==> src/ipd_regs.vh <==
// Constants for the instruction parcel decoder: field layout, counts and states
`ifndef IPD_REGS_VH
`define IPD_REGS_VH

// Parcel and word geometry
`define IPD_PARCEL_W 16
`define IPD_WORD_W 64
`define IPD_PARCELS_PER_WORD 4
`define IPD_PIDX_W 2

// Parcel field positions
`define IPD_OPC_HI 15
`define IPD_OPC_LO 9
`define IPD_OPC_W 7
`define IPD_DI_HI 8
`define IPD_DI_LO 6
`define IPD_DJ_HI 5
`define IPD_DJ_LO 3
`define IPD_DK_HI 2
`define IPD_DK_LO 0
`define IPD_DES_W 3

// Trailing constant parcel counts
`define IPD_CLEN_W 3
`define IPD_CLEN_NONE 3'h0
`define IPD_CLEN_ONE 3'h1
`define IPD_CLEN_TWO 3'h2
`define IPD_CLEN_FOUR 3'h4

// Designator used mask bits
`define IPD_USE_I 2
`define IPD_USE_J 1
`define IPD_USE_K 0

// Program address after reset
`define IPD_RESET_PA 24'h000000
`define IPD_PA_W 24

// Sequencer states
`define IPD_ST_INSTR 2'h0
`define IPD_ST_CONST 2'h1
`define IPD_ST_ISSUE 2'h2

`endif

==> src/ipd_decoder_end_marker_unused.v <==
// Empty source unit: no module lives here
`timescale 1ns/100ps
`default_nettype none
`default_nettype wire

==> src/ipd_parcel_sel.v <==
// Parcel selector: picks one 16-bit parcel out of a packed memory word
`timescale 1ns/100ps
`default_nettype none
`include "ipd_regs.vh"

module ipd_parcel_sel #(
  parameter PARCEL_W = `IPD_PARCEL_W,
  parameter NPARCEL = `IPD_PARCELS_PER_WORD,
  parameter IDX_W = `IPD_PIDX_W
) (
  input wire [PARCEL_W*NPARCEL-1:0] word_i,
  input wire [IDX_W-1:0] idx_i,
  output wire [PARCEL_W-1:0] parcel_o
);

  wire [PARCEL_W-1:0] lane [0:NPARCEL-1];

  // Parcel 0 is the high-order lane of the word
  genvar g;
  generate
    for (g = 0; g < NPARCEL; g = g + 1) begin : g_lane
      assign lane[g] = word_i[PARCEL_W*(NPARCEL-g)-1 -: PARCEL_W];
    end
  endgenerate

  assign parcel_o = lane[idx_i];

endmodule // ipd_parcel_sel
`default_nettype wire

==> src/ipd_fmt_dec.v <==
// Format decoder: constant parcel count and designator usage per opcode
`timescale 1ns/100ps
`default_nettype none
`include "ipd_regs.vh"

module ipd_fmt_dec #(
  parameter [6:0] ONE_LO = 7'h30,
  parameter [6:0] ONE_HI = 7'h33,
  parameter [6:0] TWO_LO = 7'h34,
  parameter [6:0] TWO_HI = 7'h35,
  parameter [6:0] FOUR_LO = 7'h36,
  parameter [6:0] FOUR_HI = 7'h36
) (
  input wire [`IPD_OPC_W-1:0] opcode_i,
  output wire [`IPD_CLEN_W-1:0] const_len_o,
  output wire [2:0] used_o
);

  // Number of trailing constant parcels
  function [`IPD_CLEN_W-1:0] clen;
    input [6:0] op;
    begin
      if ((op >= 7'h03 && op <= 7'h05) || (op >= 7'h08 && op <= 7'h0f))
        clen = `IPD_CLEN_TWO;
      else if (op >= ONE_LO && op <= ONE_HI)
        clen = `IPD_CLEN_ONE;
      else if (op >= TWO_LO && op <= TWO_HI)
        clen = `IPD_CLEN_TWO;
      else if (op >= FOUR_LO && op <= FOUR_HI)
        clen = `IPD_CLEN_FOUR;
      else
        clen = `IPD_CLEN_NONE;
    end
  endfunction

  // Which of i, j, k the opcode actually reads
  function [2:0] uses;
    input [6:0] op;
    begin
      if (op == 7'h00)
        uses = 3'h3;
      else if (op >= 7'h01 && op <= 7'h07)
        uses = (op == 7'h02) ? 3'h5 : 3'h0;
      else if (op >= 7'h08 && op <= 7'h0b)
        uses = 3'h1;
      else if (op >= 7'h0c && op <= 7'h0f)
        uses = 3'h2;
      else
        uses = 3'h7;
    end
  endfunction

  assign const_len_o = clen(opcode_i); // [RULE8]
  assign used_o = uses(opcode_i); // [RULE15]

endmodule // ipd_fmt_dec
`default_nettype wire

==> src/ipd_decoder.v <==
// Instruction parcel fetch, format decode and constant assembly
`timescale 1ns/100ps
`default_nettype none
`include "ipd_regs.vh"

// Functional notes
// RULE1: Every instruction is handled as 16-bit parcels, each taken as instruction or constant.
// RULE2: A fetched memory word is split into four parcels, all from that one word.
// RULE3: Program addresses count parcels, four per word, each 16 bits.
// RULE4: The operation comes from the opcode field of the instruction parcel.
// RULE5: Three designator fields select registers in a three-address form.
// RULE6: The first designator normally names the destination register.
// RULE7: The second and third designators normally name the source registers.
// RULE8: Per opcode, zero, one, two or four constant parcels follow the instruction.
// RULE9: A single constant parcel is normally a local memory address.
// RULE10: Two constant parcels form a main memory address or a 32-bit register value.
// RULE11: Four constant parcels form a 64-bit value for a scalar register.
// RULE12: The program address advances past all consumed constant parcels.
// RULE13: The first constant parcel read is the most significant part of the constant.
// RULE14: The opcode is the top seven bits, followed by three octal-digit designators.
// RULE15: Designator fields an opcode does not use are ignored.
// RULE16: Opcode sits in bits 15..9, designators in 8..6, 5..3 and 2..0.
// RULE17: Issue waits until all constant parcels are in, even across a word boundary.
module ipd_decoder #(
  parameter PA_W = `IPD_PA_W,
  parameter [PA_W-1:0] RESET_PA = `IPD_RESET_PA
) (
  input wire clk_sys_i,
  input wire rst_n_i,
  input wire ce_i,
  // Memory word fetch
  output reg fetch_req_o,
  output reg [PA_W-3:0] fetch_addr_o,
  input wire mem_valid_i,
  input wire [`IPD_WORD_W-1:0] mem_word_i,
  // Branch redirect
  input wire jump_i,
  input wire [PA_W-1:0] jump_addr_i,
  // Decoded instruction
  output reg issue_o,
  input wire issue_ready_i,
  output reg [PA_W-1:0] issue_pa_o,
  output reg [PA_W-1:0] next_pa_o,
  output reg [`IPD_OPC_W-1:0] opcode_o,
  output reg [`IPD_DES_W-1:0] dest_sel_o,
  output reg [`IPD_DES_W-1:0] src_j_sel_o,
  output reg [`IPD_DES_W-1:0] src_k_sel_o,
  output reg [2:0] field_used_o,
  output reg [`IPD_CLEN_W-1:0] const_len_o,
  output reg [`IPD_WORD_W-1:0] const_o,
  output reg [PA_W-1:0] lmem_addr_o,
  output reg [PA_W-1:0] cmem_addr_o
);

  // Sequencer state, read pointer, word buffer and accumulator
  reg [1:0] state;
  reg [PA_W-1:0] rd_pa;
  reg [`IPD_WORD_W-1:0] buf_word;
  reg [PA_W-3:0] buf_waddr;
  reg buf_ok;
  reg [`IPD_CLEN_W-1:0] remain;
  reg [`IPD_WORD_W-1:0] acc;

  // Next values for every sequencer and output register
  reg [1:0] next_state;
  reg [PA_W-1:0] next_rd_pa;
  reg [`IPD_CLEN_W-1:0] next_remain;
  reg [`IPD_WORD_W-1:0] next_acc;
  reg next_fetch_req;
  reg [PA_W-3:0] next_fetch_addr;
  reg next_issue;
  reg [PA_W-1:0] next_issue_pa;
  reg [PA_W-1:0] next_next_pa;
  reg [`IPD_OPC_W-1:0] next_opcode;
  reg [`IPD_DES_W-1:0] next_dest;
  reg [`IPD_DES_W-1:0] next_src_j;
  reg [`IPD_DES_W-1:0] next_src_k;
  reg [2:0] next_used;
  reg [`IPD_CLEN_W-1:0] next_clen;
  reg [`IPD_WORD_W-1:0] next_const;
  reg [PA_W-1:0] next_lmem;
  reg [PA_W-1:0] next_cmem;

  wire [`IPD_PARCEL_W-1:0] parcel;
  wire [`IPD_CLEN_W-1:0] dec_clen;
  wire [2:0] dec_used;
  wire [`IPD_WORD_W-1:0] acc_shift;
  wire need;
  wire hit;
  wire take_word;

  // Sequencer states; binary coded, the spare code falls back to fetch
  localparam [1:0] ST_INSTR = `IPD_ST_INSTR;
  localparam [1:0] ST_CONST = `IPD_ST_CONST;
  localparam [1:0] ST_ISSUE = `IPD_ST_ISSUE;

  // Word address holding a parcel: drop the two lane bits
  function [PA_W-3:0] word_of;
    input [PA_W-1:0] pa;
    begin
      word_of = pa[PA_W-1:2]; // [RULE3]
    end
  endfunction

  // Designator field, or zero when the opcode ignores it
  function [`IPD_DES_W-1:0] pick;
    input use_bit;
    input [`IPD_DES_W-1:0] field;
    begin
      if (use_bit)
        pick = field;
      else
        pick = {`IPD_DES_W{1'b0}}; // [RULE15]
    end
  endfunction

  // The buffered word marks the parcel at the read pointer as present
  assign hit = buf_ok && (buf_waddr == word_of(rd_pa)); // [RULE3]
  assign need = (state == ST_INSTR) || (state == ST_CONST);
  // Only a request that is still up takes the memory answer
  assign take_word = fetch_req_o && mem_valid_i;
  // High-order parcel first: older parcels move up as new ones land low
  assign acc_shift = {acc[`IPD_WORD_W-`IPD_PARCEL_W-1:0], parcel}; // [RULE13]

  // Lane select within the buffered word
  ipd_parcel_sel u_sel (
    .word_i(buf_word),
    .idx_i(rd_pa[1:0]),
    .parcel_o(parcel)
  ); // [RULE2]

  // Constant count and designator usage from the opcode field
  ipd_fmt_dec u_fmt (
    .opcode_i(parcel[`IPD_OPC_HI:`IPD_OPC_LO]),
    .const_len_o(dec_clen),
    .used_o(dec_used)
  );

  // Word buffer; one word covers four consecutive parcel addresses
  always @(posedge clk_sys_i or negedge rst_n_i) begin
    if (!rst_n_i) begin
      buf_word <= 64'h0000000000000000;
      buf_waddr <= {(PA_W-2){1'b0}};
      buf_ok <= 1'b0;
    end else if (ce_i) begin
      // A stale answer after a redirect still loads; the tag compare rejects it
      if (take_word) begin
        buf_word <= mem_word_i; // [RULE2]
        buf_waddr <= fetch_addr_o;
        buf_ok <= 1'b1;
      end
    end
  end

  // Sequencer next values
  always @* begin
    next_state = state;
    next_rd_pa = rd_pa;
    next_remain = remain;
    next_acc = acc;
    next_issue = issue_o;
    next_issue_pa = issue_pa_o;
    next_next_pa = next_pa_o;
    next_opcode = opcode_o;
    next_dest = dest_sel_o;
    next_src_j = src_j_sel_o;
    next_src_k = src_k_sel_o;
    next_used = field_used_o;
    next_clen = const_len_o;
    next_const = const_o;
    next_lmem = lmem_addr_o;
    next_cmem = cmem_addr_o;
    // Fetch stays up until the word arrives; a miss raises it
    next_fetch_addr = fetch_addr_o;
    if (fetch_req_o) begin
      next_fetch_req = !mem_valid_i;
    end else begin
      next_fetch_req = need && !hit && !jump_i; // [RULE17]
      if (need && !hit) begin
        next_fetch_addr = word_of(rd_pa); // [RULE3]
      end
    end
    if (jump_i) begin
      // Redirect wins over any decode in progress
      next_state = ST_INSTR;
      next_rd_pa = jump_addr_i;
      next_issue = 1'b0;
      next_remain = `IPD_CLEN_NONE;
    end else begin
      case (state)
        ST_INSTR: begin
          if (hit) begin
            // Whole parcel taken as an instruction
            next_opcode = parcel[`IPD_OPC_HI:`IPD_OPC_LO]; // [RULE4] [RULE14] [RULE16]
            next_dest = pick(dec_used[`IPD_USE_I],
                             parcel[`IPD_DI_HI:`IPD_DI_LO]); // [RULE6] [RULE15]
            next_src_j = pick(dec_used[`IPD_USE_J],
                              parcel[`IPD_DJ_HI:`IPD_DJ_LO]); // [RULE7] [RULE5]
            next_src_k = pick(dec_used[`IPD_USE_K],
                              parcel[`IPD_DK_HI:`IPD_DK_LO]); // [RULE7] [RULE15]
            next_used = dec_used;
            next_clen = dec_clen;
            next_issue_pa = rd_pa;
            next_rd_pa = rd_pa + 1'b1; // [RULE3]
            next_remain = dec_clen;
            next_acc = 64'h0000000000000000;
            if (dec_clen == `IPD_CLEN_NONE) begin
              next_const = 64'h0000000000000000;
              next_lmem = {PA_W{1'b0}};
              next_cmem = {PA_W{1'b0}};
              next_next_pa = rd_pa + 1'b1;
              next_issue = 1'b1;
              next_state = ST_ISSUE;
            end else begin
              next_state = ST_CONST; // [RULE8]
            end
          end
        end
        ST_CONST: begin
          if (hit) begin
            // Parcel taken as constant data, may sit in the next word
            next_acc = acc_shift; // [RULE1] [RULE13]
            next_rd_pa = rd_pa + 1'b1; // [RULE12]
            next_remain = remain - 1'b1;
            if (remain == `IPD_CLEN_ONE) begin
              // Last parcel in: publish the constant and the address past it
              next_const = acc_shift; // [RULE11]
              next_lmem = {PA_W{1'b0}};
              next_cmem = {PA_W{1'b0}};
              if (const_len_o == `IPD_CLEN_ONE) begin
                next_lmem = acc_shift[PA_W-1:0]; // [RULE9]
              end
              if (const_len_o == `IPD_CLEN_TWO) begin
                next_cmem = acc_shift[PA_W-1:0]; // [RULE10]
              end
              next_next_pa = rd_pa + 1'b1; // [RULE12]
              next_issue = 1'b1; // [RULE17]
              next_state = ST_ISSUE;
            end
          end
        end
        ST_ISSUE: begin
          // Hold the decoded instruction until the consumer takes it
          if (issue_ready_i) begin
            next_issue = 1'b0;
            next_state = ST_INSTR;
          end
        end
        default: begin
          // Spare code: drop any issue and resume fetching
          next_state = ST_INSTR;
          next_issue = 1'b0;
        end
      endcase
    end
  end

  // Sequencer and decoded output registers
  always @(posedge clk_sys_i or negedge rst_n_i) begin
    if (!rst_n_i) begin
      state <= ST_INSTR;
      rd_pa <= RESET_PA;
      remain <= `IPD_CLEN_NONE;
      acc <= 64'h0000000000000000;
      fetch_req_o <= 1'b0;
      fetch_addr_o <= {(PA_W-2){1'b0}};
      issue_o <= 1'b0;
      issue_pa_o <= {PA_W{1'b0}};
      next_pa_o <= RESET_PA;
      opcode_o <= 7'h00;
      dest_sel_o <= 3'h0;
      src_j_sel_o <= 3'h0;
      src_k_sel_o <= 3'h0;
      field_used_o <= 3'h0;
      const_len_o <= `IPD_CLEN_NONE;
      const_o <= 64'h0000000000000000;
      lmem_addr_o <= {PA_W{1'b0}};
      cmem_addr_o <= {PA_W{1'b0}};
    end else if (ce_i) begin
      state <= next_state;
      rd_pa <= next_rd_pa;
      remain <= next_remain;
      acc <= next_acc;
      fetch_req_o <= next_fetch_req;
      fetch_addr_o <= next_fetch_addr;
      issue_o <= next_issue;
      issue_pa_o <= next_issue_pa;
      next_pa_o <= next_next_pa;
      opcode_o <= next_opcode;
      dest_sel_o <= next_dest;
      src_j_sel_o <= next_src_j;
      src_k_sel_o <= next_src_k;
      field_used_o <= next_used;
      const_len_o <= next_clen;
      const_o <= next_const;
      lmem_addr_o <= next_lmem;
      cmem_addr_o <= next_cmem;
    end
  end

endmodule // ipd_decoder
`default_nettype wire

==> config.mk <==
export PLATFORM = sky130hd
export DESIGN_NAME = ipd_decoder
export DESIGN_NICKNAME = d
export VERILOG_FILES = /design/src/ipd_decoder_end_marker_unused.v /design/src/ipd_parcel_sel.v /design/src/ipd_fmt_dec.v /design/src/ipd_decoder.v
export VERILOG_INCLUDE_DIRS = /design/src
export SDC_FILE = /design/constraint.sdc
export NUM_CORES = 1
export LEC_CHECK = 0
export BUFFER_PORTS_ARGS = -buffer_cell sky130_fd_sc_hd__clkbuf_2
export CAP_MARGIN = 20
export CORE_ASPECT_RATIO = 0.9
export CORE_MARGIN = 2
export CORE_UTILIZATION = 35
export DETAILED_ROUTE_END_ITERATION = 8
export PLACE_DENSITY = 0.64
export SYNTH_ARGS = -nofsm -noshare
export SYNTH_HDL_FRONTEND = slang
export SYNTH_SLANG_ARGS = --single-unit
==> constraint.sdc <==
create_clock -name clk_sys_i -period 4.36 [get_ports clk_sys_i]
set_input_delay 1.308 -clock clk_sys_i [delete_from_list [all_inputs] [get_ports clk_sys_i]]
set_output_delay 1.308 -clock clk_sys_i [all_outputs]
set_load 0.005 [all_outputs]
Word level (Yosys, flattened, before mapping)
Index checks and enable logic that the tools add are counted.

word-level totals
  bits of input ports = 94
  register bits = 370
  logic and storage cells = 151

operators by class
  $lt $le $gt $ge = 15
  $add $sub $neg = 2
  equal/unequal tests = 16
  reduce and logical (&&, ||, !) cells = 34
  bitwise gates (word level) = 3
  multiplexer cells = 60

operator list
  operator               number
  $mux 24                15
  $mux 64                4
  $pmux 24 s2            3
  $pmux 64 s2            1
  $mux 48                2
  $pmux 48 s2            1
  $mux 3                 15
  $bmux 16 s2            1
  $mux 16                2
  $add 24x1->24 const B  1
  $eq 22x22->1           1
  $ge 7x6->1 const B     3
  $le 7x6->1 const B     3
  $ge 7x4->1 const B     2
  $le 7x3->1 const B     2
  $le 7x4->1 const B     2
  $logic_and 1x1->1      12
  $mux 2                 6
  $reduce_and 5->1       2
  $ne 3x3->1 const B     3
  $reduce_and 4->1       2
  $eq 7x2->1 const B     1
  $ge 7x1->1 const B     1
  $ge 7x2->1 const B     1
  27 further kinds       44

Logic depth before layout (Yosys ltp)
Gate-level depths: netlist (run 1).

  depth after elaboration = 15
  mapped depth = 11
  depth with buffers taken out = 8

Modules after synthesis
A second synthesis (run 1) with hierarchy kept.

unflattened totals
  cells, all modules = 1403
  area, all modules = 15860.2 µm²

modules (own cells, without submodules)
  module          cells each  seq. area each (µm²)  area an instance (µm²)  times used
  ipd_decoder     1368        9258.9                15327.2                 1
  ipd_parcel_sel  20          0.0                   424.2                   1
  ipd_fmt_dec     15          0.0                   108.9                   1

Worst setup path after synthesis (run 1)
Ideal clock, no wire load.

  path type = input -> register
  start point = in jump_i
  end point = reg lmem_addr_o[10]
  setup time = 0.075 ns
  arrival time = 3.214 ns
  path buffers = 3
  slack = 1.071 ns
  required time = 4.285 ns
  cell stages on the path = 8
  path through = nor2_1 > nand2_1 > or4_1 > buf_2 > or4b_4 > buf_6 > buf_6 > o2bb2ai_2

between the ends
  longest elaborated chain between the ends = 2

ends and longest elaborated chain
  item                               line               text
  start: declaration                 ipd_decoder.v:37   input wire jump_i,
  $not 1->1 (no source line)         --
  $reduce_and 7->1 (no source line)  --
  end signal: assignment             ipd_decoder.v:277  lmem_addr_o <= {PA_W{1'b0}};
  end signal: assignment             ipd_decoder.v:296  lmem_addr_o <= next_lmem;
  end: declaration                   ipd_decoder.v:51   output reg [PA_W-1:0] lmem_addr_o,

Every way passes these cells.
A chain may end at the register's enable or synchronous reset.

Final worst setup path (run 1)
  start point = reg rd_pa[20]
  end point = reg cmem_addr_o[11]

between the ends
  longest elaborated chain between the ends = 4
  elaborated cells between the ends (all ways) = 5
  those cells by class = eq/ne: 3; reduce/logical: 2

ends and longest elaborated chain
  item                                   line               text
  start: declaration                     ipd_decoder.v:57   reg [PA_W-1:0] rd_pa;
  start signal: assignment               ipd_decoder.v:281  rd_pa <= next_rd_pa;
  $eq 22x22->1 (*)                       ipd_decoder.v:118  assign hit = buf_ok && (buf_waddr == word_of(rd_pa));
  $logic_and 1x1->1 (*)                  ipd_decoder.v:118
  $ne 2x2->1 (no source line)            --
  $reduce_and 7->1 (no source line) (*)  --
  end signal: assignment                 ipd_decoder.v:278  cmem_addr_o <= {PA_W{1'b0}};
  end signal: assignment                 ipd_decoder.v:297  cmem_addr_o <= next_cmem;
  end: declaration                       ipd_decoder.v:52   output reg [PA_W-1:0] cmem_addr_o

Mark *: on every way between the ends. The rest lies on a longest branch, timed or not.

==> reports/metrics.csv, run 1 <==
stage,metric,value,unit
min_path,Worst Hold Class,reg -> reg,
timing,Final Max Tran Viols,0,
clock_network,Hold Buf Count CTS,0,
timing,fin worst setup slack,0.534,ns
route,DRC errors left,0,
worst_setup_path,Top delay family on crit path,simple AND/OR/NAND/NOR gates,
clock_network,cts repair resizes,0,
cells_and_area,Antenna Cells,0,
worst_setup_path,CP arrival,4.30,ns
placement,placed instance count,2074,
route,DR vias,11200,
worst_setup_path,CP bufs+invs,0,
power_and_ir_drop,Tot Pwr,9.08,mW
worst_setup_path,CP endpoint kind,register,
clock_network,clock-pin slew on the worst setup and hold paths,0.06,ns
placement,# port buffers,299,
synthesis,Post-Syn Area,0.0157,mm2
timing,Slew HR,34.4,%
placement,placed cell areas,0.0179,mm2
clock_network,insertion delay to the later sink of the worst-skew pair,0.57,ns
worst_setup_path,crit-path max FO,24,
synthesis,Syn. warnings,0,
die,Initial Util,35.5,%
synthesis,Syn Area/Cell,12.6,um2
die,chip height,205,um
synthesis,async set-reset flop share out of synthesis,100,%
route,routed vias/inst,5.23,
clock_network,CTS H-Tree Depth,2,
power_and_ir_drop,Clock power frac,38.3,%
global_routing,largest net degree at the start of global routing,91,
power_and_ir_drop,sw frac,27.5,%
timing,setup violators final,0,
clock_network,Longest Clk Path Bufs,3,
clock_network,CTS tree,built,
clock_network,CTS Sinks,370,
die,Row Count,73,
power_and_ir_drop,pwr dens,472,mW/mm2
timing,final hold vios,0,
synthesis,Post-Synthesis Cells,1243,
synthesis,"EDFF count, synth",0,
cells_and_area,fin cells,2148,
die,die area,0.0466,mm2
timing,hold_ws,0.470,ns
global_routing,vias in the first global route,11100,
synthesis,register bit total from synthesis,370,
power_and_ir_drop,Internal,6.58,mW
global_routing,number of antenna violations at the first check in global routing,0,
timing,Layout Skew,0.0169,ns
route,Routed Wire Length,44900,um
job,max_cap viols,0,
synthesis,syn nets,1340,
synthesis,Synth Flop Type,dfrtp_1,
die,I/O pin count,300,
route,DRT iter0 DRCs,891,
cells_and_area,Final Core Density,43.5,%
placement,worst slack at placement,0.465,ns
synthesis,post-synthesis sequential area ratio,58.9,%
die,Core Region,0.0442,mm2
worst_setup_path,Startpoint Class,register,
route,routed len/inst,20.9,um
worst_setup_path,Slowest cell on crit path,or4b_1,
cells_and_area,share of cells above drive strength 1,38.0,%
global_routing,GRT Total Usage,19.4,%
timing,fmax,261,MHz
global_routing,total grt overflow,0,
power_and_ir_drop,Max VDD drop,0.332,mV
die,die span in x,227,um
cells_and_area,number of fillers in the final layout,4164,
worst_setup_path,CP Class,reg -> reg,
worst_setup_path,CP cell instances,xnor2_2 > nand4_1 > or4_1 > or4_1 > or4b_1 > o2bb2ai_1,
route,TritonRoute pass-1 iters,6,
timing,Tmin final,3.83,ns
cells_and_area,nets,1615,
cells_and_area,Final Cell Area,0.0192,mm2
status,run status,"complete, no violations",
route,post-route ant nets,0,
power_and_ir_drop,P_sw,2.50,mW
timing,RSZ-0062 raised after global routing,no,
timing,setup TNS,0,ns
worst_setup_path,worst endpoint required time,4.84,ns
power_and_ir_drop,Leakage,9.20,nW
synthesis,Synth cell types,52,
placement,RePlAce Congestion,0.826,
timing,Worst-Margin Slew,0.982,ns
placement,HPWL Detailed,31100,um
clock_network,number of post-CTS setup repair buffers,0,
power_and_ir_drop,Comb power frac,15.9,%
global_routing,first-pass GRT wire length,68700,um
worst_setup_path,Critical Path Most Common Cell,or4_1,
power_and_ir_drop,sequential share of power,45.9,%
clock_network,clk root buf,clkbuf_16,
cells_and_area,area delta synth->final,22.4,%
clock_network,Num CTS Buffers,42,
timing,Tcrit/Tclk final,87.7,%
worst_setup_path,Slowest Stage Delay on Critical Path,1.01,ns
==> area by class of cell <==
cell class	instances	area [um2]	share of cell area, %
well taps	600	751	3.90
clock inverters	10	120	0.625
multi-input cells	759	5990	31.1
inverters	11	41.3	0.215
clock buffers	64	1240	6.47
repair buffers	334	1830	9.52
flip-flops and latches	370	9260	48.1
==> placed cells by master, fill, tap and decap left out, types with 12 or more instances in the layout <==
master | netlist | routed
o22ai_1 | 16 | 16
dfrtp_1 | 370 | 370
buf_4 | 0 | 30
o2bb2ai_2 | 20 | 20
and3_1 | 13 | 13
a21oi_1 | 12 | 12
a211oi_1 | 19 | 19
a22o_1 | 63 | 63
xnor2_1 | 16 | 16
mux2_2 | 141 | 141
nand4_1 | 17 | 17
clkbuf_2 | 0 | 298
nand2_1 | 145 | 145
nand3_1 | 36 | 34
o2bb2ai_1 | 39 | 39
mux4_2 | 16 | 16
nor2_1 | 40 | 40
mux2_1 | 20 | 20
xor2_1 | 23 | 23
o21ai_0 | 42 | 42
clkbuf_16 | 0 | 42
==> final timing paths <==
kind	to	slack (ns)	cells after the start	startpoint
setup / recovery	cmem_addr_o[11]	0.53	6	rd_pa[20]
hold / removal	acc[40]	0.47	2	acc[40]
setup reg to reg	cmem_addr_o[11]	0.53	6	rd_pa[20]
hold reg to reg	acc[40]	0.47	2	acc[40]
max in group asynchronous	buf_word[21]	2.57	2	rst_n_i
min in group asynchronous	issue_pa_o[4]	0.77	1	rst_n_i
==> cell families (layout without fill, tap and decap cells) <==
logic type	Yosys count	count (layout)	share of synthesized area (%)
AO/OA/AOI/OAI	236	236	12.2
adder cells (fa/ha/maj)	3	3	0.239
XOR/XNOR	44	44	2.69
multiplexers	180	180	14.0
AND/OR/NAND/NOR	296	296	8.67
buffers and inverters	114	419	3.27
flip-flops	370	370	58.9
==> state kept, by name, summed over array words and instances, names as in the netlist, 22 cells and up <==
| name | count |
|---|---|
| lmem_addr_o | 24 |
| buf_waddr | 22 |
| cmem_addr_o | 24 |
| rd_pa | 24 |
| next_pa_o | 24 |
| issue_pa_o | 24 |
| const_o | 64 |
| buf_word | 64 |
| acc | 48 |
| fetch_addr_o | 22 |
==> tightest hold or removal path, cell delays in order (launching register included) <==
cell and delay [ns]:
dfrtp_1 0.34, nand2_1 0.05, nand2_1 0.05
==> cells in the mapped netlist, drive strengths merged (3+ instances only) <==
cell type    n  area [um2]
clkbuf      75         282
a311oi       6        52.6
mux2i        3        30.0
o2bb2ai     59         642
nand2b       6        37.5
o22ai       16         100
mux2       161        1810
and2         7        43.8
nor3         8        40.0
inv         11        41.3
nor4         9        56.3
buf         28         191
ha           3        37.5
nor2b        3        18.8
o21ai       44         220
a22o        63         552
xor2        23         201
mux4        16         360
a211oi      19         143
nand3       36         180
a221oi       6        52.6
a21oi       12        60.1
nand2      145         544
nand4       17         106
xnor2       21         221
dfrtp      370        9260
or3          3        18.8
nor2        40         150
and3        13        81.3
==> routing by layer <==
metal	global-route usage [%]	up-vias	part of all wire, %
li1	-	5053	-
met1	27.9	5704	45
met2	28.4	395	45
met3	4.40	78	6.7
met4	7.56	0	3.2
met5	0	-	0
==> power groups by stage <==
stage               logic (mW)  registers (mW)  clock network, mW
finish                    1.44            4.17               3.48
global route              1.58            4.22               3.74
CTS                       1.47            4.17               3.59
detailed placement        1.46            4.23                  0
global placement          1.43            4.21                  0
floorplan                0.962            4.09                  0
No activity file was read; power rests on OpenSTA's default activity.
==> inputs of run 2 (changes only) <==
CORE_UTILIZATION = 40   (was 35)
PLACE_DENSITY = 0.7   (was 0.64)
==> reports/metrics.csv, run 2 (same netlist as run 1, synthesis figures left out) <==
stage,metric,value,unit,change
timing,setup TNS,0,ns,unchanged
timing,fmax,254,MHz,-2.7%
worst_setup_path,Top delay family on crit path,simple AND/OR/NAND/NOR gates,,
die,Initial Util,40.8,%,+5.2 points
global_routing,vias in the first global route,11500,,+4.0%
cells_and_area,most frequent cells in the layout,"370 x dfrtp_1, 298 x clkbuf_2, 145 x nand2_1",,
route,routed vias/inst,5.46,,+4.5%
clock_network,clk root buf,clkbuf_16,,
route,routed len/inst,21.3,um,+2.0%
cells_and_area,area delta synth->final,21.8,%,
clock_network,number of post-CTS setup repair buffers,0,,unchanged
power_and_ir_drop,Max VDD drop,0.377,mV,+14%
die,chip height,192,um,-6.3%
worst_setup_path,CP bufs+invs,1,,+1
route,Routed Wire Length,44000,um,-2.0%
cells_and_area,number of fillers in the final layout,3352,,-20%
worst_setup_path,Slowest cell on crit path,or3_4,,
die,I/O pin count,300,,unchanged
route,DR vias,11300,,+0.39%
placement,# port buffers,299,,unchanged
worst_setup_path,CP cell instances,mux4_2 > and4bb_1 > o21ai_1 > a31oi_1 > or3_4 > buf_12 > mux2i_1,,
cells_and_area,Final Core Density,49.6,%,+6.1 points
cells_and_area,share of cells above drive strength 1,37.9,%,-0.078 points
global_routing,first-pass GRT wire length,68500,um,-0.19%
worst_setup_path,crit-path max FO,72,,+200%
clock_network,Hold Buf Count CTS,0,,unchanged
route,TritonRoute pass-1 iters,5,,-1
die,Row Count,68,,-6.8%
die,die area,0.0409,mm2,-12%
worst_setup_path,worst endpoint required time,4.81,ns,-0.03 ns
status,run status,"complete, no violations",,
timing,fin worst setup slack,0.430,ns,-0.104 ns
cells_and_area,nets,1609,,-0.37%
clock_network,CTS H-Tree Depth,2,,unchanged
timing,Layout Skew,0.0191,ns,+0.00215 ns
route,post-route ant nets,0,,unchanged
cells_and_area,"most common cell after layout, fill and taps aside",dfrtp_1,,
global_routing,total grt overflow,0,,unchanged
cells_and_area,Regs by FF count,"buf_word (64), const_o (64), acc (48)",,
timing,Slew HR,26.9,%,-7.5 points
placement,HPWL Detailed,30300,um,-2.7%
timing,Final Max Tran Viols,0,,unchanged
worst_setup_path,CP Class,reg -> reg,,
worst_setup_path,CP arrival,4.38,ns,+0.08 ns
job,max_cap viols,0,,unchanged
worst_setup_path,Startpoint Class,register,,
timing,Tmin final,3.93,ns,+0.104 ns
placement,RePlAce Congestion,0.839,,+1.5%
global_routing,largest net degree at the start of global routing,90,,-1.1%
worst_setup_path,Slowest Stage Delay on Critical Path,0.81,ns,-0.20 ns
global_routing,GRT Total Usage,21.7,%,+2.3 points
timing,RSZ-0062 raised after global routing,no,,
global_routing,number of antenna violations at the first check in global routing,1,,+1
timing,final hold vios,0,,unchanged
clock_network,Num CTS Buffers,41,,-2.4%
min_path,Worst Hold Class,reg -> reg,,
clock_network,CTS Sinks,370,,unchanged
timing,hold_ws,0.470,ns,-0.0000170 ns
power_and_ir_drop,Leakage,9.17,nW,-0.28%
clock_network,cts repair resizes,0,,unchanged
route,DRT iter0 DRCs,830,,-6.8%
timing,setup violators final,0,,unchanged
clock_network,CTS tree,built,,
placement,worst slack at placement,0.405,ns,-0.0601 ns
timing,Tcrit/Tclk final,90.1,%,+2.4 points
clock_network,clock-pin slew on the worst setup and hold paths,0.06,ns,about the same
worst_setup_path,CP endpoint kind,register,,
die,Core Region,0.0385,mm2,-13%
power_and_ir_drop,pwr dens,477,mW/mm2,+0.98%
die,die span in x,213,um,-6.3%
timing,Worst-Margin Slew,1.10,ns,+0.115 ns
route,DRC errors left,0,,unchanged
clock_network,Longest Clk Path Bufs,3,,unchanged
clock_network,insertion delay to the later sink of the worst-skew pair,0.55,ns,-0.02 ns
run 2: changes by cell type in the layout (fill, tap and decap cells not counted), sizes merged:
| cell | change |
|---|---|
| buf | -5 |
| diode | +1 |
| clkinvlp | +2 |
| bufinv | +3 |
| clkbuf | -10 |
run 2: power by group:
group	leakage (nW)	switching [mW]	internal (mW)	total [mW]
Sequential	4.87	0.345	3.84	4.18
Clock	0.663	1.43	2.09	3.52
Combinational	3.64	0.712	0.707	1.42
run 2: path summary, 6_finish.rpt:
check	start	to	slack, ns	cells after the start
worst min register to register	acc[43]	acc[43]	0.47	2
max in group asynchronous	rst_n_i	buf_word[42]	2.69	2
worst min-delay path	acc[43]	acc[43]	0.47	2
min in group asynchronous	rst_n_i	next_pa_o[10]	0.72	1
worst max-delay path	rd_pa[0]	next_pa_o[0]	0.43	7
worst max register to register	rd_pa[0]	next_pa_o[0]	0.43	7
run 2: routing by layer:
layer,up-vias,global-route usage [%],part of all wire (%)
met4,0,7.45,2.9
met5,-,0,0
met1,5757,30.9,45
met3,78,5.10,6.8
li1,5041,-,-
met2,398,32.6,45
run 2: cell type report:
class / instances / area [um2] / share of cell area (%)
timing repair buffer: 329 / 1810 / 9.49
sequential: 370 / 9260 / 48.4
clock inverter: 15 / 221 / 1.16
inverter: 11 / 41.3 / 0.216
multi-input combinational: 759 / 5990 / 31.3
antenna: 1 / 2.50 / 0.0131
tap: 525 / 657 / 3.43
clock buffer: 54 / 1140 / 5.99
run 2: per-stage QoR:
| stage | std cells | cell area [um2] | power, mW |
|---|---|---|---|
| 2_1_floorplan | 1243 | 15700 | 5.05 |
| 4_1_cts | 2062 | 19100 | 9.21 |
| 3_3_place_gp | 1993 | 17700 | 5.61 |
| 3_5_place_dp | 1993 | 17700 | 5.67 |
| 5_1_grt | 2064 | 19100 | 9.53 |
| 6_report | 2064 | 19100 | 9.12 |
run 2: worst reg2reg max path: stages (launching register included):
cell and delay [ns]:
dfrtp_1 0.79, mux4_2 0.74, and4bb_1 0.40, o21ai_1 0.11, a31oi_1 0.23, or3_4 0.81, buf_12 0.52, mux2i_1 0.25
==> inputs of run 3 (changes only) <==
GPL_ROUTABILITY_DRIVEN = 1   (was not set)
PLACE_DENSITY = 0.72   (was 0.7)
clock period = 3.6 ns   (was 4.36 ns; I/O delays follow)
==> reports/metrics.csv, run 3 (same netlist as run 1, synthesis figures left out) <==
stage,metric,value,unit,change
cells_and_area,nets,1634,,+1.6%
die,Row Count,68,,unchanged
timing,RSZ-0062 raised after global routing,no,,
min_path,Worst Hold Class,reg -> reg,,
clock_network,Longest Clk Path Bufs,3,,unchanged
die,Core Region,0.0385,mm2,unchanged
placement,worst slack at placement,0.309,ns,-0.0966 ns
global_routing,largest net degree at the start of global routing,114,,+27%
cells_and_area,Final Core Density,50.3,%,+0.64 points
timing,final hold vios,0,,unchanged
placement,placed cell areas,0.0180,mm2,+1.3%
clock_network,insertion delay to the later sink of the worst-skew pair,0.56,ns,about the same
timing,Slew HR,44.5,%,+18 points
cells_and_area,Antenna Cells,0,,-1
power_and_ir_drop,Max VDD drop,0.393,mV,+4.3%
timing,fin worst setup slack,0.352,ns,-0.0781 ns
cells_and_area,most frequent cells in the layout,"370 x dfrtp_1, 298 x clkbuf_2, 145 x nand2_1",,
placement,RePlAce Congestion,0.827,,-1.5%
die,Initial Util,40.8,%,unchanged
timing,fmax,308,MHz,+21%
timing,Layout Skew,0.0131,ns,-0.00592 ns
cells_and_area,"most common cell after layout, fill and taps aside",dfrtp_1,,
power_and_ir_drop,Tot Pwr,11.2,mW,+22%
worst_setup_path,worst endpoint required time,4.07,ns,-0.74 ns
timing,setup violators final,0,,unchanged
die,I/O pin count,300,,unchanged
global_routing,GRT Total Usage,21.8,%,+0.058 points
route,Routed Wire Length,44000,um,+0.13%
global_routing,total grt overflow,0,,unchanged
die,die span in x,213,um,unchanged
cells_and_area,area delta synth->final,23.3,%,
power_and_ir_drop,Leakage,9.30,nW,+1.4%
worst_setup_path,CP arrival,3.72,ns,-0.66 ns
power_and_ir_drop,Comb power frac,15.9,%,+0.3 points
die,chip height,192,um,unchanged
clock_network,clk root buf,clkbuf_16,,
timing,hold_ws,0.470,ns,-0.000593 ns
worst_setup_path,Startpoint Class,register,,
clock_network,CTS H-Tree Depth,2,,unchanged
cells_and_area,Final Cell Area,0.0194,mm2,+1.3%
power_and_ir_drop,Internal,8.08,mW,+22%
cells_and_area,register area,0.00926,mm2,unchanged
placement,HPWL Detailed,31000,um,+2.4%
clock_network,number of post-CTS setup repair buffers,0,,unchanged
route,DRT iter0 DRCs,861,,+3.7%
timing,setup TNS,0,ns,unchanged
cells_and_area,Regs by FF count,"buf_word (64), const_o (64), acc (48)",,
status,run status,"complete, no violations",,
cells_and_area,area of the multi-input gates,0.00599,mm2,unchanged
worst_setup_path,crit-path max FO,24,,-67%
clock_network,CTS tree,built,,
power_and_ir_drop,Clock power frac,38.8,%,+0.2 points
route,TritonRoute pass-1 iters,5,,unchanged
timing,Tmin final,3.25,ns,-0.682 ns
timing,Worst-Margin Slew,0.826,ns,-0.270 ns
route,post-route ant nets,0,,unchanged
worst_setup_path,CP Class,reg -> reg,,
route,routed len/inst,21.1,um,-1.2%
route,DRC errors left,0,,unchanged
global_routing,number of antenna violations at the first check in global routing,0,,-1
timing,Tcrit/Tclk final,90.2,%,about the same
global_routing,first-pass GRT wire length,67800,um,-1.0%
global_routing,vias in the first global route,11300,,-1.6%
power_and_ir_drop,pwr dens,576,mW/mm2,+21%
route,routed vias/inst,5.40,,-1.1%
cells_and_area,fin cells,2092,,+1.4%
die,die area,0.0409,mm2,unchanged
placement,# port buffers,299,,unchanged
worst_setup_path,CP endpoint kind,register,,
power_and_ir_drop,sw frac,27.5,%,+0.29 points
clock_network,Hold Buf Count CTS,0,,unchanged
cells_and_area,share of cells above drive strength 1,39.3,%,+1.4 points
timing,Final Max Tran Viols,0,,unchanged
clock_network,Num CTS Buffers,42,,+2.4%
clock_network,cts repair resizes,0,,unchanged
power_and_ir_drop,sequential share of power,45.3,%,-0.5 points
clock_network,clock-pin slew on the worst setup and hold paths,0.06,ns,about the same
clock_network,CTS Sinks,370,,unchanged
job,max_cap viols,0,,unchanged
placement,placed instance count,2017,,+1.2%
cells_and_area,number of fillers in the final layout,3348,,-0.12%
route,DR vias,11300,,+0.24%
power_and_ir_drop,P_sw,3.07,mW,+24%
## run 3: changes by cell type in the layout (fill, tap and decap cells not counted), moves of 3 or more
cell and delta:
buf_4 +20, clkinv_2 +5, clkinvlp_4 +5, buf_12 +4
clkbuf_1 -4, clkbuf_8 -3
## run 3: worst max-delay path: stages, from the launching register on
cell and delay (ns):
dfrtp_1 0.48, xor2_1 0.25, nor4_1 0.51, nand2_1 0.26, or4_1 0.62, or4b_4 0.80
o2bb2ai_2 0.23
## run 3: final cells by class
cell class / instances / share of cell area (%)
Sequential cell: 370 / 47.8
Multi-Input combinational cell: 759 / 30.9
Timing Repair Buffer: 353 / 10.5
Clock buffer: 48 / 5.75
Tap cell: 525 / 3.39
Clock inverter: 26 / 1.49
Inverter: 11 / 0.213
## run 3: per-layer routing
layer | up-vias | share of wire (%) | track usage, %
met3 | 81 | 7.6 | 4.91
met5 | - | 0 | 0
li1 | 5091 | - | -
met4 | 0 | 2.7 | 7.56
met1 | 5662 | 44 | 31.0
met2 | 467 | 45 | 32.7
## run 3: power groups by stage
stage	clock network [mW]	logic (mW)	registers, mW
after floorplan	0	1.17	4.95
after global placement	0	1.74	5.09
after detailed placement	0	1.78	5.12
after CTS	4.42	1.79	5.05
after global routing	4.62	1.94	5.11
final	4.32	1.78	5.05
## run 3: final timing paths
path,from,endpoint,slack (ns),depth (start not counted)
worst max register to register,rd_pa[19],lmem_addr_o[7],0.35,6
worst max-delay path,rd_pa[19],lmem_addr_o[7],0.35,6
worst min-delay path,acc[41],acc[41],0.47,2
max in group asynchronous,rst_n_i,acc[44],2.24,2
min in group asynchronous,rst_n_i,rd_pa[5],0.56,1
worst min register to register,acc[41],acc[41],0.47,2
